--- config.mk ---
export PLATFORM = sky130hd
export DESIGN_NAME = spac_config_bank
export DESIGN_NICKNAME = d
export VERILOG_FILES = /design/src/shared/spac_pkg.sv /design/src/spac_config_bank.sv
export SDC_FILE = /design/constraint.sdc
export NUM_CORES = 1
export LEC_CHECK = 0
export BUFFER_PORTS_ARGS = -buffer_cell sky130_fd_sc_hd__buf_2
export CAP_MARGIN = 20
export CORE_MARGIN = 3
export CORE_UTILIZATION = 60
export DETAILED_ROUTE_END_ITERATION = 8
export PLACE_DENSITY = 0.83
export SLEW_MARGIN = 10
export SYNTH_ARGS = -nofsm -noshare
export SYNTH_HDL_FRONTEND = slang
export SYNTH_SLANG_ARGS = --single-unit
export TNS_END_PERCENT = 20
--- constraint.sdc ---
create_clock -name clk -period 7.7 [get_ports clk]
set_input_delay 0.77 -clock clk [delete_from_list [all_inputs] [get_ports clk]]
set_output_delay 0.77 -clock clk [all_outputs]
set_load 0.005 [all_outputs]
--- src/shared/spac_pkg.sv ---
package spac_pkg;

    // register offsets, byte addressed on an 8-bit port
    localparam logic [7:0] ADDR_SYNC_CFG   = 8'h35;
    localparam logic [7:0] ADDR_SLOT_CFG   = 8'h36;
    localparam logic [7:0] ADDR_MOTION_CTL = 8'h37;
    localparam logic [7:0] ADDR_IRQ_STATUS = 8'h40;
    localparam logic [7:0] ADDR_IRQ_MASK   = 8'h41;

    localparam logic [7:0] RESET_CFG       = 8'h00;
    localparam logic [7:0] SYNC_CFG_WMASK  = 8'h7F;

    // sync_clock_source_config fields
    localparam int SYNC_SOURCE_SELECT_BIT      = 6;
    localparam int SYNC_MODE_LSB     = 4;
    localparam int BIT_CLK_SRC_LSB   = 2;
    localparam int FRAME_CLK_SRC_LSB = 0;

    // pulse_density_slot_routing fields
    localparam int FRAME_SLOT_B_LSB = 6;
    localparam int FRAME_SLOT_A_LSB = 4;
    localparam int OUT0_SLOT_B_LSB  = 2;
    localparam int OUT0_SLOT_A_LSB  = 0;

    // motion_detect_and_polarity_control fields
    localparam int PDM_POLARITY_INVERT_BIT      = 7;
    localparam int HPF_EN_BIT       = 6;
    localparam int CHAIN_MODE_LSB   = 4;
    localparam int INACTIVITY_DETECT_ENABLE_LSB     = 2;
    localparam int ACT_EN_LSB       = 0;

    // interrupt status / mask bits
    localparam int IRQ_ACT_BIT   = 0;
    localparam int IRQ_INACT_BIT = 1;

    localparam logic [1:0] SYNC_NONE   = 2'h0;
    localparam logic [1:0] SYNC_LOCK   = 2'h1;
    localparam logic [1:0] SYNC_INTERP = 2'h2;

    localparam logic [1:0] CLK_EXTERNAL = 2'h0;
    localparam logic [1:0] CLK_INT_A    = 2'h1;
    localparam logic [1:0] CLK_INT_B    = 2'h2;

    localparam logic [1:0] SLOT_ZERO = 2'h0;
    localparam logic [1:0] SLOT_X    = 2'h1;
    localparam logic [1:0] SLOT_Y    = 2'h2;
    localparam logic [1:0] SLOT_Z    = 2'h3;

    localparam logic [1:0] CHAIN_INDEP  = 2'h0;
    localparam logic [1:0] CHAIN_LINKED = 2'h1;
    localparam logic [1:0] CHAIN_INDEP2 = 2'h2;
    localparam logic [1:0] CHAIN_LOOPED = 2'h3;

    localparam logic [1:0] DET_ABSOLUTE   = 2'h1;
    localparam logic [1:0] DET_REFERENCED = 2'h3;

    // internal clock rates
    localparam longint CLK_HZ             = 20_000_000;
    localparam longint BIT_CLK_FAST_KHZ   = 1024;
    localparam longint BIT_CLK_SLOW_KHZ   = 512;
    localparam longint FRAME_CLK_SLOW_KHZ = 16;
    localparam longint FRAME_CLK_FAST_KHZ = 32;
    localparam int     NCO_W              = 24;

    function automatic logic [NCO_W-1:0] spac_nco_inc(input longint khz);
        return NCO_W'((khz * 64'd1000 * (64'd1 << NCO_W)) / CLK_HZ);
    endfunction : spac_nco_inc

    localparam logic [NCO_W-1:0] INC_BIT_FAST   = spac_nco_inc(BIT_CLK_FAST_KHZ);
    localparam logic [NCO_W-1:0] INC_BIT_SLOW   = spac_nco_inc(BIT_CLK_SLOW_KHZ);
    localparam logic [NCO_W-1:0] INC_FRAME_SLOW = spac_nco_inc(FRAME_CLK_SLOW_KHZ);
    localparam logic [NCO_W-1:0] INC_FRAME_FAST = spac_nco_inc(FRAME_CLK_FAST_KHZ);

    localparam int SAMPLE_W = 12;

    typedef enum logic [0:0] {WAIT_ACT, WAIT_INACT} spac_seq_t;

    typedef struct packed {
        logic [7:0] addr;
        logic [7:0] wdata;
        logic       wr;
        logic       rd;
    } spac_bus_req_t;

    typedef struct packed {
        logic                x;
        logic                y;
        logic                z;
    } spac_pdm_bits_t;

    typedef struct packed {
        logic [7:0]          syncCfg;
        logic [7:0]          slotCfg;
        logic [7:0]          motionCtl;
        logic [1:0]          status;
        logic [1:0]          mask;
        logic [7:0]          rdata;
        logic                frameS1;
        logic                frameS2;
        logic                intS1;
        logic                intS2;
        logic                bclkS1;
        logic                bclkS2;
        logic                syncPrev;
        logic                bitPrev;
        logic                framePrev;
        logic [NCO_W-1:0]    bitAcc;
        logic [NCO_W-1:0]    frameAcc;
        logic                bitClk;
        logic                frameClk;
        logic                odrStrobe;
        logic                interpStrobe;
        logic                dsmLocked;
        logic                pdmFrameOut;
        logic                pdmOut0;
        logic [SAMPLE_W-1:0] detSample;
        logic                detValid;
        logic                actDetect;
        logic                inactDetect;
        spac_seq_t           seq;
        logic                actClkEn;
        logic                irq;
    } spac_state_t;

endpackage : spac_pkg

--- src/spac_config_bank.sv ---
// The implementer's own choice: the plain strobed port.
`timescale 1ns/1ps
`default_nettype none

module spac_config_bank
    import spac_pkg::*;
(
    input  wire logic                clk,
    input  wire logic                resetn,
    input  wire spac_bus_req_t       busReq,
    output var  logic [7:0]          regRdata,
    input  wire logic                framePinIn,
    input  wire logic                intOnePinIn,
    input  wire logic                extBitClkIn,
    input  wire spac_pdm_bits_t      pdmBits,
    input  wire logic                sarValid,
    input  wire logic [SAMPLE_W-1:0] sarSample,
    input  wire logic [SAMPLE_W-1:0] hpfSample,
    input  wire logic                actHit,
    input  wire logic                inactHit,
    output var  logic                bitClkOut,
    output var  logic                frameClkOut,
    output var  logic                odrStrobe,
    output var  logic                interpStrobe,
    output var  logic                dsmLocked,
    output var  logic                pdmFramePinOut,
    output var  logic                pdmOut0,
    output var  logic [SAMPLE_W-1:0] detSample,
    output var  logic                detValid,
    output var  logic [1:0]          actMode,
    output var  logic [1:0]          inactMode,
    output var  logic                actClkEn,
    output var  logic                actDetect,
    output var  logic                inactDetect,
    output var  logic                irq
);

    spac_state_t st_reg;
    spac_state_t st_next;

    function automatic logic slot_bit(input logic [1:0] code, input spac_pdm_bits_t b,
                                      input logic pol);
        logic v;
        v = 1'b0;
        case (code)
            SLOT_X:  v = b.x ^ pol;
            SLOT_Y:  v = b.y ^ pol;
            SLOT_Z:  v = b.z ^ pol;
            default: v = 1'b0;
        endcase
        return v;
    endfunction : slot_bit

    function automatic logic det_on(input logic [1:0] code);
        return (code == DET_ABSOLUTE) || (code == DET_REFERENCED);
    endfunction : det_on

    logic       selSync;
    logic       syncRise;
    logic       bitRise;
    logic       bitFall;
    logic       frameRise;
    logic [1:0] syncMode;
    logic [1:0] bitSrc;
    logic [1:0] frameSrc;
    logic [1:0] chain;
    logic       pol;
    logic       actOk;
    logic       inactOk;
    logic [1:0] setEv;
    logic [1:0] clrEv;

    always_comb begin
        st_next  = st_reg;
        syncMode = st_reg.syncCfg[SYNC_MODE_LSB +: 2];
        bitSrc   = st_reg.syncCfg[BIT_CLK_SRC_LSB +: 2];
        frameSrc = st_reg.syncCfg[FRAME_CLK_SRC_LSB +: 2];
        chain    = st_reg.motionCtl[CHAIN_MODE_LSB +: 2];
        pol      = st_reg.motionCtl[PDM_POLARITY_INVERT_BIT];

        st_next.frameS1 = framePinIn;
        st_next.frameS2 = st_reg.frameS1;
        st_next.intS1   = intOnePinIn;
        st_next.intS2   = st_reg.intS1;
        st_next.bclkS1  = extBitClkIn;
        st_next.bclkS2  = st_reg.bclkS1;

        selSync          = st_reg.syncCfg[SYNC_SOURCE_SELECT_BIT] ? st_reg.intS2 : st_reg.frameS2;
        st_next.syncPrev = selSync;
        syncRise         = selSync & ~st_reg.syncPrev;

        // nco clocks average the right rate but jitter by one system clock
        case (bitSrc)
            CLK_INT_A: begin
                st_next.bitAcc = st_reg.bitAcc + INC_BIT_FAST;
                st_next.bitClk = st_reg.bitAcc[NCO_W-1];
            end
            CLK_INT_B: begin
                st_next.bitAcc = st_reg.bitAcc + INC_BIT_SLOW;
                st_next.bitClk = st_reg.bitAcc[NCO_W-1];
            end
            default: begin
                st_next.bitAcc = '0;
                st_next.bitClk = st_reg.bclkS2;
            end
        endcase
        case (frameSrc)
            CLK_INT_A: begin
                st_next.frameAcc = st_reg.frameAcc + INC_FRAME_SLOW;
                st_next.frameClk = st_reg.frameAcc[NCO_W-1];
            end
            CLK_INT_B: begin
                st_next.frameAcc = st_reg.frameAcc + INC_FRAME_FAST;
                st_next.frameClk = st_reg.frameAcc[NCO_W-1];
            end
            default: begin
                st_next.frameAcc = '0;
                st_next.frameClk = st_reg.frameS2;
            end
        endcase
        st_next.bitPrev   = st_reg.bitClk;
        st_next.framePrev = st_reg.frameClk;
        bitRise   = st_reg.bitClk & ~st_reg.bitPrev;
        bitFall   = ~st_reg.bitClk & st_reg.bitPrev;
        frameRise = st_reg.frameClk & ~st_reg.framePrev;

        // free-running paths take their data rate from the frame clock
        st_next.dsmLocked    = (syncMode == SYNC_LOCK);
        st_next.odrStrobe    = (syncMode == SYNC_LOCK) ? syncRise : frameRise;
        st_next.interpStrobe = (syncMode == SYNC_INTERP) && syncRise;

        // slot a on the high phase, slot b on the low phase of the bit clock
        if (bitRise) begin
            st_next.pdmOut0     = slot_bit(st_reg.slotCfg[OUT0_SLOT_A_LSB +: 2], pdmBits, pol);
            st_next.pdmFrameOut = slot_bit(st_reg.slotCfg[FRAME_SLOT_A_LSB +: 2], pdmBits, pol);
        end else if (bitFall) begin
            st_next.pdmOut0     = slot_bit(st_reg.slotCfg[OUT0_SLOT_B_LSB +: 2], pdmBits, pol);
            st_next.pdmFrameOut = slot_bit(st_reg.slotCfg[FRAME_SLOT_B_LSB +: 2], pdmBits, pol);
        end

        st_next.detValid = sarValid;
        if (sarValid) begin
            st_next.detSample = st_reg.motionCtl[HPF_EN_BIT] ? hpfSample : sarSample;
        end

        st_next.actClkEn = det_on(st_reg.motionCtl[ACT_EN_LSB +: 2]);
        actOk   = actHit && det_on(st_reg.motionCtl[ACT_EN_LSB +: 2]);
        inactOk = inactHit && det_on(st_reg.motionCtl[INACTIVITY_DETECT_ENABLE_LSB +: 2]);
        // linked and looped modes rely on the host enabling both detectors first
        case (chain)
            CHAIN_LINKED: begin
                actOk   = actOk && (st_reg.seq == WAIT_ACT) && !st_reg.status[IRQ_INACT_BIT];
                inactOk = inactOk && (st_reg.seq == WAIT_INACT) && !st_reg.status[IRQ_ACT_BIT];
            end
            CHAIN_LOOPED: begin
                actOk   = actOk && (st_reg.seq == WAIT_ACT);
                inactOk = inactOk && (st_reg.seq == WAIT_INACT);
            end
            default: begin
                actOk   = actOk && !st_reg.status[IRQ_ACT_BIT];
                inactOk = inactOk && !st_reg.status[IRQ_INACT_BIT];
            end
        endcase
        if (actOk) begin
            st_next.seq = WAIT_INACT;
        end else if (inactOk) begin
            st_next.seq = WAIT_ACT;
        end
        st_next.actDetect   = actOk;
        st_next.inactDetect = inactOk;

        st_next.rdata = '0;
        if (busReq.rd) begin
            case (busReq.addr)
                ADDR_SYNC_CFG:   st_next.rdata = st_reg.syncCfg;
                ADDR_SLOT_CFG:   st_next.rdata = st_reg.slotCfg;
                ADDR_MOTION_CTL: st_next.rdata = st_reg.motionCtl;
                ADDR_IRQ_STATUS: st_next.rdata = {6'h00, st_reg.status};
                ADDR_IRQ_MASK:   st_next.rdata = {6'h00, st_reg.mask};
                default:         st_next.rdata = '0;
            endcase
        end
        clrEv = '0;
        if (busReq.wr) begin
            case (busReq.addr)
                ADDR_SYNC_CFG:   st_next.syncCfg = busReq.wdata & SYNC_CFG_WMASK;
                ADDR_SLOT_CFG:   st_next.slotCfg = busReq.wdata;
                ADDR_MOTION_CTL: st_next.motionCtl = busReq.wdata;
                ADDR_IRQ_STATUS: clrEv = busReq.wdata[1:0];
                ADDR_IRQ_MASK:   st_next.mask = busReq.wdata[1:0];
                default:         clrEv = '0;
            endcase
        end
        // a detection in the clearing cycle survives the clear
        setEv          = {inactOk, actOk};
        st_next.status = (st_reg.status & ~clrEv) | setEv;
        st_next.irq    = |(st_next.status & st_next.mask);
    end

    always_ff @(posedge clk or negedge resetn) begin
        if (!resetn) begin
            st_reg <= '0;
        end else begin
            st_reg <= st_next;
        end
    end

    assign regRdata       = st_reg.rdata;
    assign bitClkOut      = st_reg.bitClk;
    assign frameClkOut    = st_reg.frameClk;
    assign odrStrobe      = st_reg.odrStrobe;
    assign interpStrobe   = st_reg.interpStrobe;
    assign dsmLocked      = st_reg.dsmLocked;
    assign pdmFramePinOut = st_reg.pdmFrameOut;
    assign pdmOut0        = st_reg.pdmOut0;
    assign detSample      = st_reg.detSample;
    assign detValid       = st_reg.detValid;
    assign actMode        = st_reg.motionCtl[ACT_EN_LSB +: 2];
    assign inactMode      = st_reg.motionCtl[INACTIVITY_DETECT_ENABLE_LSB +: 2];
    assign actClkEn       = st_reg.actClkEn;
    assign actDetect      = st_reg.actDetect;
    assign inactDetect    = st_reg.inactDetect;
    assign irq            = st_reg.irq;

    property p_reset_zero;
        @(posedge clk) $rose(resetn) |-> (st_reg.syncCfg == RESET_CFG)
            && (st_reg.slotCfg == RESET_CFG) && (st_reg.motionCtl == RESET_CFG);
    endproperty
    a_reset_zero: assert property (p_reset_zero)
        else $error("config register not zero after reset");

    property p_sync_source_select;
        @(posedge clk) disable iff (!resetn)
        (st_reg.syncCfg[SYNC_MODE_LSB +: 2] == SYNC_LOCK) && st_reg.syncCfg[SYNC_SOURCE_SELECT_BIT]
            && st_reg.intS2 && !st_reg.syncPrev |=> odrStrobe;
    endproperty
    a_sync_source_select: assert property (p_sync_source_select)
        else $error("interrupt-one sync edge did not strobe data rate");

    property p_free_run;
        @(posedge clk) disable iff (!resetn)
        (st_reg.syncCfg[SYNC_MODE_LSB +: 2] != SYNC_LOCK) |=> !dsmLocked;
    endproperty
    a_free_run: assert property (p_free_run)
        else $error("path locked while sync mode is not lock");

    property p_interp;
        @(posedge clk) disable iff (!resetn)
        interpStrobe |-> $past(st_reg.syncCfg[SYNC_MODE_LSB +: 2]) == SYNC_INTERP;
    endproperty
    a_interp: assert property (p_interp)
        else $error("interpolation strobe outside interpolation mode");

    property p_bit_ext;
        @(posedge clk) disable iff (!resetn)
        (st_reg.syncCfg[BIT_CLK_SRC_LSB +: 2] == CLK_EXTERNAL) ##1
        (st_reg.syncCfg[BIT_CLK_SRC_LSB +: 2] == CLK_EXTERNAL)
            |-> bitClkOut == $past(st_reg.bclkS2);
    endproperty
    a_bit_ext: assert property (p_bit_ext)
        else $error("external bit clock not followed");

    property p_slot_zero;
        @(posedge clk) disable iff (!resetn)
        st_reg.bitClk && !st_reg.bitPrev
            && (st_reg.slotCfg[OUT0_SLOT_A_LSB +: 2] == SLOT_ZERO) |=> !pdmOut0;
    endproperty
    a_slot_zero: assert property (p_slot_zero)
        else $error("empty slot did not drive zero");

    property p_polarity;
        @(posedge clk) disable iff (!resetn)
        st_reg.bitClk && !st_reg.bitPrev && (st_reg.slotCfg[OUT0_SLOT_A_LSB +: 2] == SLOT_X)
            |=> pdmOut0 == ($past(pdmBits.x) ^ $past(st_reg.motionCtl[PDM_POLARITY_INVERT_BIT]));
    endproperty
    a_polarity: assert property (p_polarity)
        else $error("pdm bit polarity wrong");

    property p_hpf;
        @(posedge clk) disable iff (!resetn)
        sarValid && st_reg.motionCtl[HPF_EN_BIT] |=> detValid && (detSample == $past(hpfSample));
    endproperty
    a_hpf: assert property (p_hpf)
        else $error("filtered sample not routed to detectors");

    property p_indep_block;
        @(posedge clk) disable iff (!resetn)
        actHit && st_reg.status[IRQ_ACT_BIT]
            && ((st_reg.motionCtl[CHAIN_MODE_LSB +: 2] == CHAIN_INDEP)
            || (st_reg.motionCtl[CHAIN_MODE_LSB +: 2] == CHAIN_INDEP2)) |=> !actDetect;
    endproperty
    a_indep_block: assert property (p_indep_block)
        else $error("activity detected again before its flag cleared");

    property p_linked_block;
        @(posedge clk) disable iff (!resetn)
        (st_reg.motionCtl[CHAIN_MODE_LSB +: 2] == CHAIN_LINKED) && st_reg.status[IRQ_INACT_BIT]
            |=> !actDetect;
    endproperty
    a_linked_block: assert property (p_linked_block)
        else $error("linked activity detected while inactivity flag set");

    property p_act_gate;
        @(posedge clk) disable iff (!resetn)
        !det_on(st_reg.motionCtl[ACT_EN_LSB +: 2]) |=> !actClkEn && !actDetect;
    endproperty
    a_act_gate: assert property (p_act_gate)
        else $error("activity block clocked while disabled");

    property p_frame_ext;
        @(posedge clk) disable iff (!resetn)
        (st_reg.syncCfg[FRAME_CLK_SRC_LSB +: 2] == CLK_EXTERNAL)
            |=> frameClkOut == $past(st_reg.frameS2);
    endproperty
    a_frame_ext: assert property (p_frame_ext)
        else $error("external frame clock not followed");

    property p_sync_reserved;
        @(posedge clk) disable iff (!resetn)
        (st_reg.syncCfg[SYNC_MODE_LSB +: 2] == 2'h3) |=> !dsmLocked && !interpStrobe;
    endproperty
    a_sync_reserved: assert property (p_sync_reserved)
        else $error("reserved sync mode did not run free");

    property p_linked_inact;
        @(posedge clk) disable iff (!resetn)
        (st_reg.motionCtl[CHAIN_MODE_LSB +: 2] == CHAIN_LINKED) && st_reg.status[IRQ_ACT_BIT]
            |=> !inactDetect;
    endproperty
    a_linked_inact: assert property (p_linked_inact)
        else $error("linked inactivity detected while activity flag set");

    property p_looped_free;
        @(posedge clk) disable iff (!resetn)
        (st_reg.motionCtl[CHAIN_MODE_LSB +: 2] == CHAIN_LOOPED) && (st_reg.seq == WAIT_ACT)
            && actHit && det_on(st_reg.motionCtl[ACT_EN_LSB +: 2]) |=> actDetect;
    endproperty
    a_looped_free: assert property (p_looped_free)
        else $error("looped activity waited for a flag");

    property p_inact_off;
        @(posedge clk) disable iff (!resetn)
        !det_on(st_reg.motionCtl[INACTIVITY_DETECT_ENABLE_LSB +: 2]) |=> !inactDetect;
    endproperty
    a_inact_off: assert property (p_inact_off)
        else $error("inactivity detected while disabled");

    property p_irq_level;
        @(posedge clk) disable iff (!resetn)
        ##1 irq == |($past(st_next.status) & $past(st_next.mask));
    endproperty
    a_irq_level: assert property (p_irq_level)
        else $error("interrupt output disagrees with status and mask");

    c_looped: cover property (@(posedge clk) disable iff (!resetn)
        actDetect ##[1:1000] inactDetect);
    c_interp: cover property (@(posedge clk) disable iff (!resetn) interpStrobe);
    c_irq: cover property (@(posedge clk) disable iff (!resetn) $rose(irq));

endmodule : spac_config_bank

`default_nettype wire

==> flow_summary.ini <==
[synth]
synth-edff-count = 0
ys_seq_area_share_pct = 44.3
synth_top_cell_area_share_pct = 44.3
yosysTopAreaCell = dfrtp_1
synth_cell_types = 79
synth.avg_cell_area_um2 = 9.72
ys_ff_latch = 117
ys.flop_type = dfrtp_1
synthesis.nets = 745
syn_area_mm2 = 0.00661
ys_warn_count = 0
synthTopCellsByArea = dfrtp_1 44%, mux2_2 4.8%, nor2_1 4.3%, nand2_1 3.4%, a21oi_1 3.3%
async_flop_share_pct = 100
netlist_instances = 680

[clocking]
clock-sinks = 117
htree_levels = 4
clk_path_buf_depth = 2
cts_root_buf = clkbuf_8
cts_hold_repair.buffers = 0
insertion_delay_ps = 520
clk_pin_slew_worst_paths_ps = 60
cts_tree = yes
ctsResizeCount = 0
numCtsBuffers = 17
postCtsSetupRepairBufs = 0

[route]
antenna_left = 0
drt-pass1-iter-count = 7
drtIter0Drc = 461
wl_per_cell_um = 17.9
totalWireLength_mm = 15.6
via_count = 5465
drc = 0
routed_via_density = 6.24

[timing]
fin_tns_setup_ps = 0
fin_ws_ps = 4460
finalSetupViolations = 0
skew_ps = 6.77
rsz0062_at_grt = false
final_max_slew_viol_count = 0
hold_viol_final = 0
period_share_pct = 42.1
slew-limit-headroom_pct = 33.7
worst_slew_pin_slew_ps = 991
max_freq_ghz = 0.308
layout_min_cycle_time_ps = 3240

[final_layout]
largest_register_ffs = 71
synthToLayoutAreaGrowth_pct = 13.4
fin_nets = 792
n_antenna_cell = 0
drive_above_1_share_pct = 23.4

[grt]
grtUsageMet2_pct = 46.8
grt-ovfl-total = 0
grt_pass1_wl_mm = 26.7
grt_util_met3_pct = 4.42
grt-busiest-layer = met2
track_usage_pct = 26.2
grt_pass1_vias = 5678
antenna_found_initial = 0
grt_start_max_net_pins = 63
grtUsageMet1_pct = 31.7

[worst_setup_path]
cp_slowest_cell = a211oi_2
cp-start-kind = flop
worstPathArrival_ps = 3610
critPathLaunch = frameSrc[0]
worstPathCellList = inv_1, ha_1, buf_4, inv_1, ha_1, a311o_1, a31oi_4, nor4_2, a211oi_2, nor3b_2, xnor2_1, nor2_1
r2r_cells = 12
r2r_slack_ps = 4460
cpLargestDelayFamily = compound AO/OA/AOI/OAI gates
path_depth = 12
crit_type = reg2reg
cp-endpoint = st_reg[48]
crit_required_ps = 8070
slowest_delay_ps = 490
critical_path.max_fanout = 22
r2r-start = frameSrc[0]
endpoint_kind = flop
critPathBufInv = 3
worstReg2RegEnd = st_reg[48]

[place]
gp_congestion = 0.895
dp_hpwl_mm = 10.5
io_buffers = 88
post-place-ws_ps = 4510

[worst_hold_path]
hold_class = in2async

[job]
maxCapViolCount = 0

[floorplanning]
coreArea_mm2 = 0.0105
die-area_mm2 = 0.0123
start_util_pct = 62.9
pin_count = 89
fp.dieH_um = 111
die_x_um = 111
rows = 37

[power_and_ir_drop]
ir_drop_v = 0.000190
p_leak_nw = 3.31
p_per_area_mw_per_mm2 = 237

[run_status]
outcome = finished clean
-- cell families (layout without fill, tap and decap cells) --
logic type	count (synthesis)	after routing	share of synthesized area [%]
xor gates and xnor gates	32	32	4.53
muxes	45	45	7.35
buffers and inverters	78	138	6.23
DFF	117	117	44.3
AOI/OAI and AO/OA	182	182	19.3
and+or+nand+nor	214	214	16.0
adders and majority gates	12	12	2.27
-- report_power, final --
part	internal, mW	total, mW	switching [mW]
logic	0.109	0.266	0.157
clock network	0.494	0.791	0.297
registers	0.658	0.718	0.0593
total	1.26	1.78	0.513
-- per-layer routing --
layer	wire (um)	share of wire, %	up-vias
met5	0	0	-
met4	321	2.1	0
met3	780	5.0	36
met2	8230	53	207
met1	6320	40	2690
li1	-	-	2532
-- worst min path at each step --
stage | slack (ps) | start | endpoint
3_5_place_dp | 340 | st_next[80] | st_reg[80]
6_report | 280 | resetn | st_reg[41]
3_3_place_gp | 330 | st_next[80] | st_reg[80]
5_1_grt | 330 | resetn | st_reg[43]
2_1_floorplan | 330 | st_next[76] | st_reg[76]
4_1_cts | 300 | resetn | st_reg[31]
-- cells in the mapped netlist, types with 3 or more instances --
library cell	number
dfrtp_1	117
nor2_1	75
nand2_1	60
a21oi_1	44
o21ai_0	34
mux2_2	28
clkbuf_1	27
buf_4	25
xnor2_1	24
mux2i_1	17
inv_1	13
ha_1	12
a31oi_1	11
or3_1	9
a22oi_1	8
and3_1	8
nand2b_1	8
nand3_1	8
nor2b_1	8
buf_2	7
nor3_1	7
xor2_1	7
a211oi_1	6
a21o_1	6
a222oi_1	6
nand4_1	6
o211ai_1	6
o22ai_1	6
a221oi_1	5
and2_1	4
nand3b_1	4
o21ai_1	4
a21boi_1	3
a311o_1	3
a31o_2	3
buf_1	3
nor3b_1	3
o22a_1	3
o311ai_0	3
-- final cells by class --
| class | count | area [um^2] |
|---|---|---|
| Fill cell | 744 | 3020 |
| Sequential cell | 117 | 2930 |
| Timing Repair Buffer | 93 | 480 |
| Clock buffer | 17 | 414 |
| Multi-Input combinational cell | 485 | 3270 |
| Inverter | 13 | 48.8 |
| Clock inverter | 15 | 180 |
| Tap cell | 136 | 170 |
-- stage by stage --
step	total power, mW	hold slack, ps	cells	area, um^2	utilization (%)
6_report	1.78	276	876	7490	71.3
4_1_cts	1.78	302	876	7490	71.3
3_3_place_gp	0.972	333	844	6890	65.6
2_1_floorplan	0.909	331	680	6610	-
3_5_place_dp	0.986	336	844	6890	65.6
5_1_grt	1.85	330	876	7490	71.3
-- worst reg2reg max path: cells and delay by family (launching register included) --
kind | cells | cell delay [ps]
AO/OA/AOI/OAI | 3 | 1120
XOR/XNOR | 1 | 160
adder cells (fa/ha/maj) | 2 | 580
buffers and inverters | 3 | 580
flip-flops | 1 | 390
AND/OR/NAND/NOR | 3 | 260
-- placed cells by master, fill, tap and decap left out, drive strengths merged, types with 8 or more instances in the layout --
master  netlist  layout
ha           12      12
inv          13      15
clkbuf       28      17
a21oi        44      44
nor2         75      75
nand3         8       8
dfrtp       117     117
or3           9       9
mux2i        17      17
nor2b         8       8
a22oi         8       8
nand2        61      61
xor2          8       8
nor3          8       8
buf          37      93
o21ai        38      38
and3          8       8
xnor2        24      24
mux2         28      28
a31oi        12      12
nand2b        8       8
No activity file was read; power rests on OpenSTA's default activity.
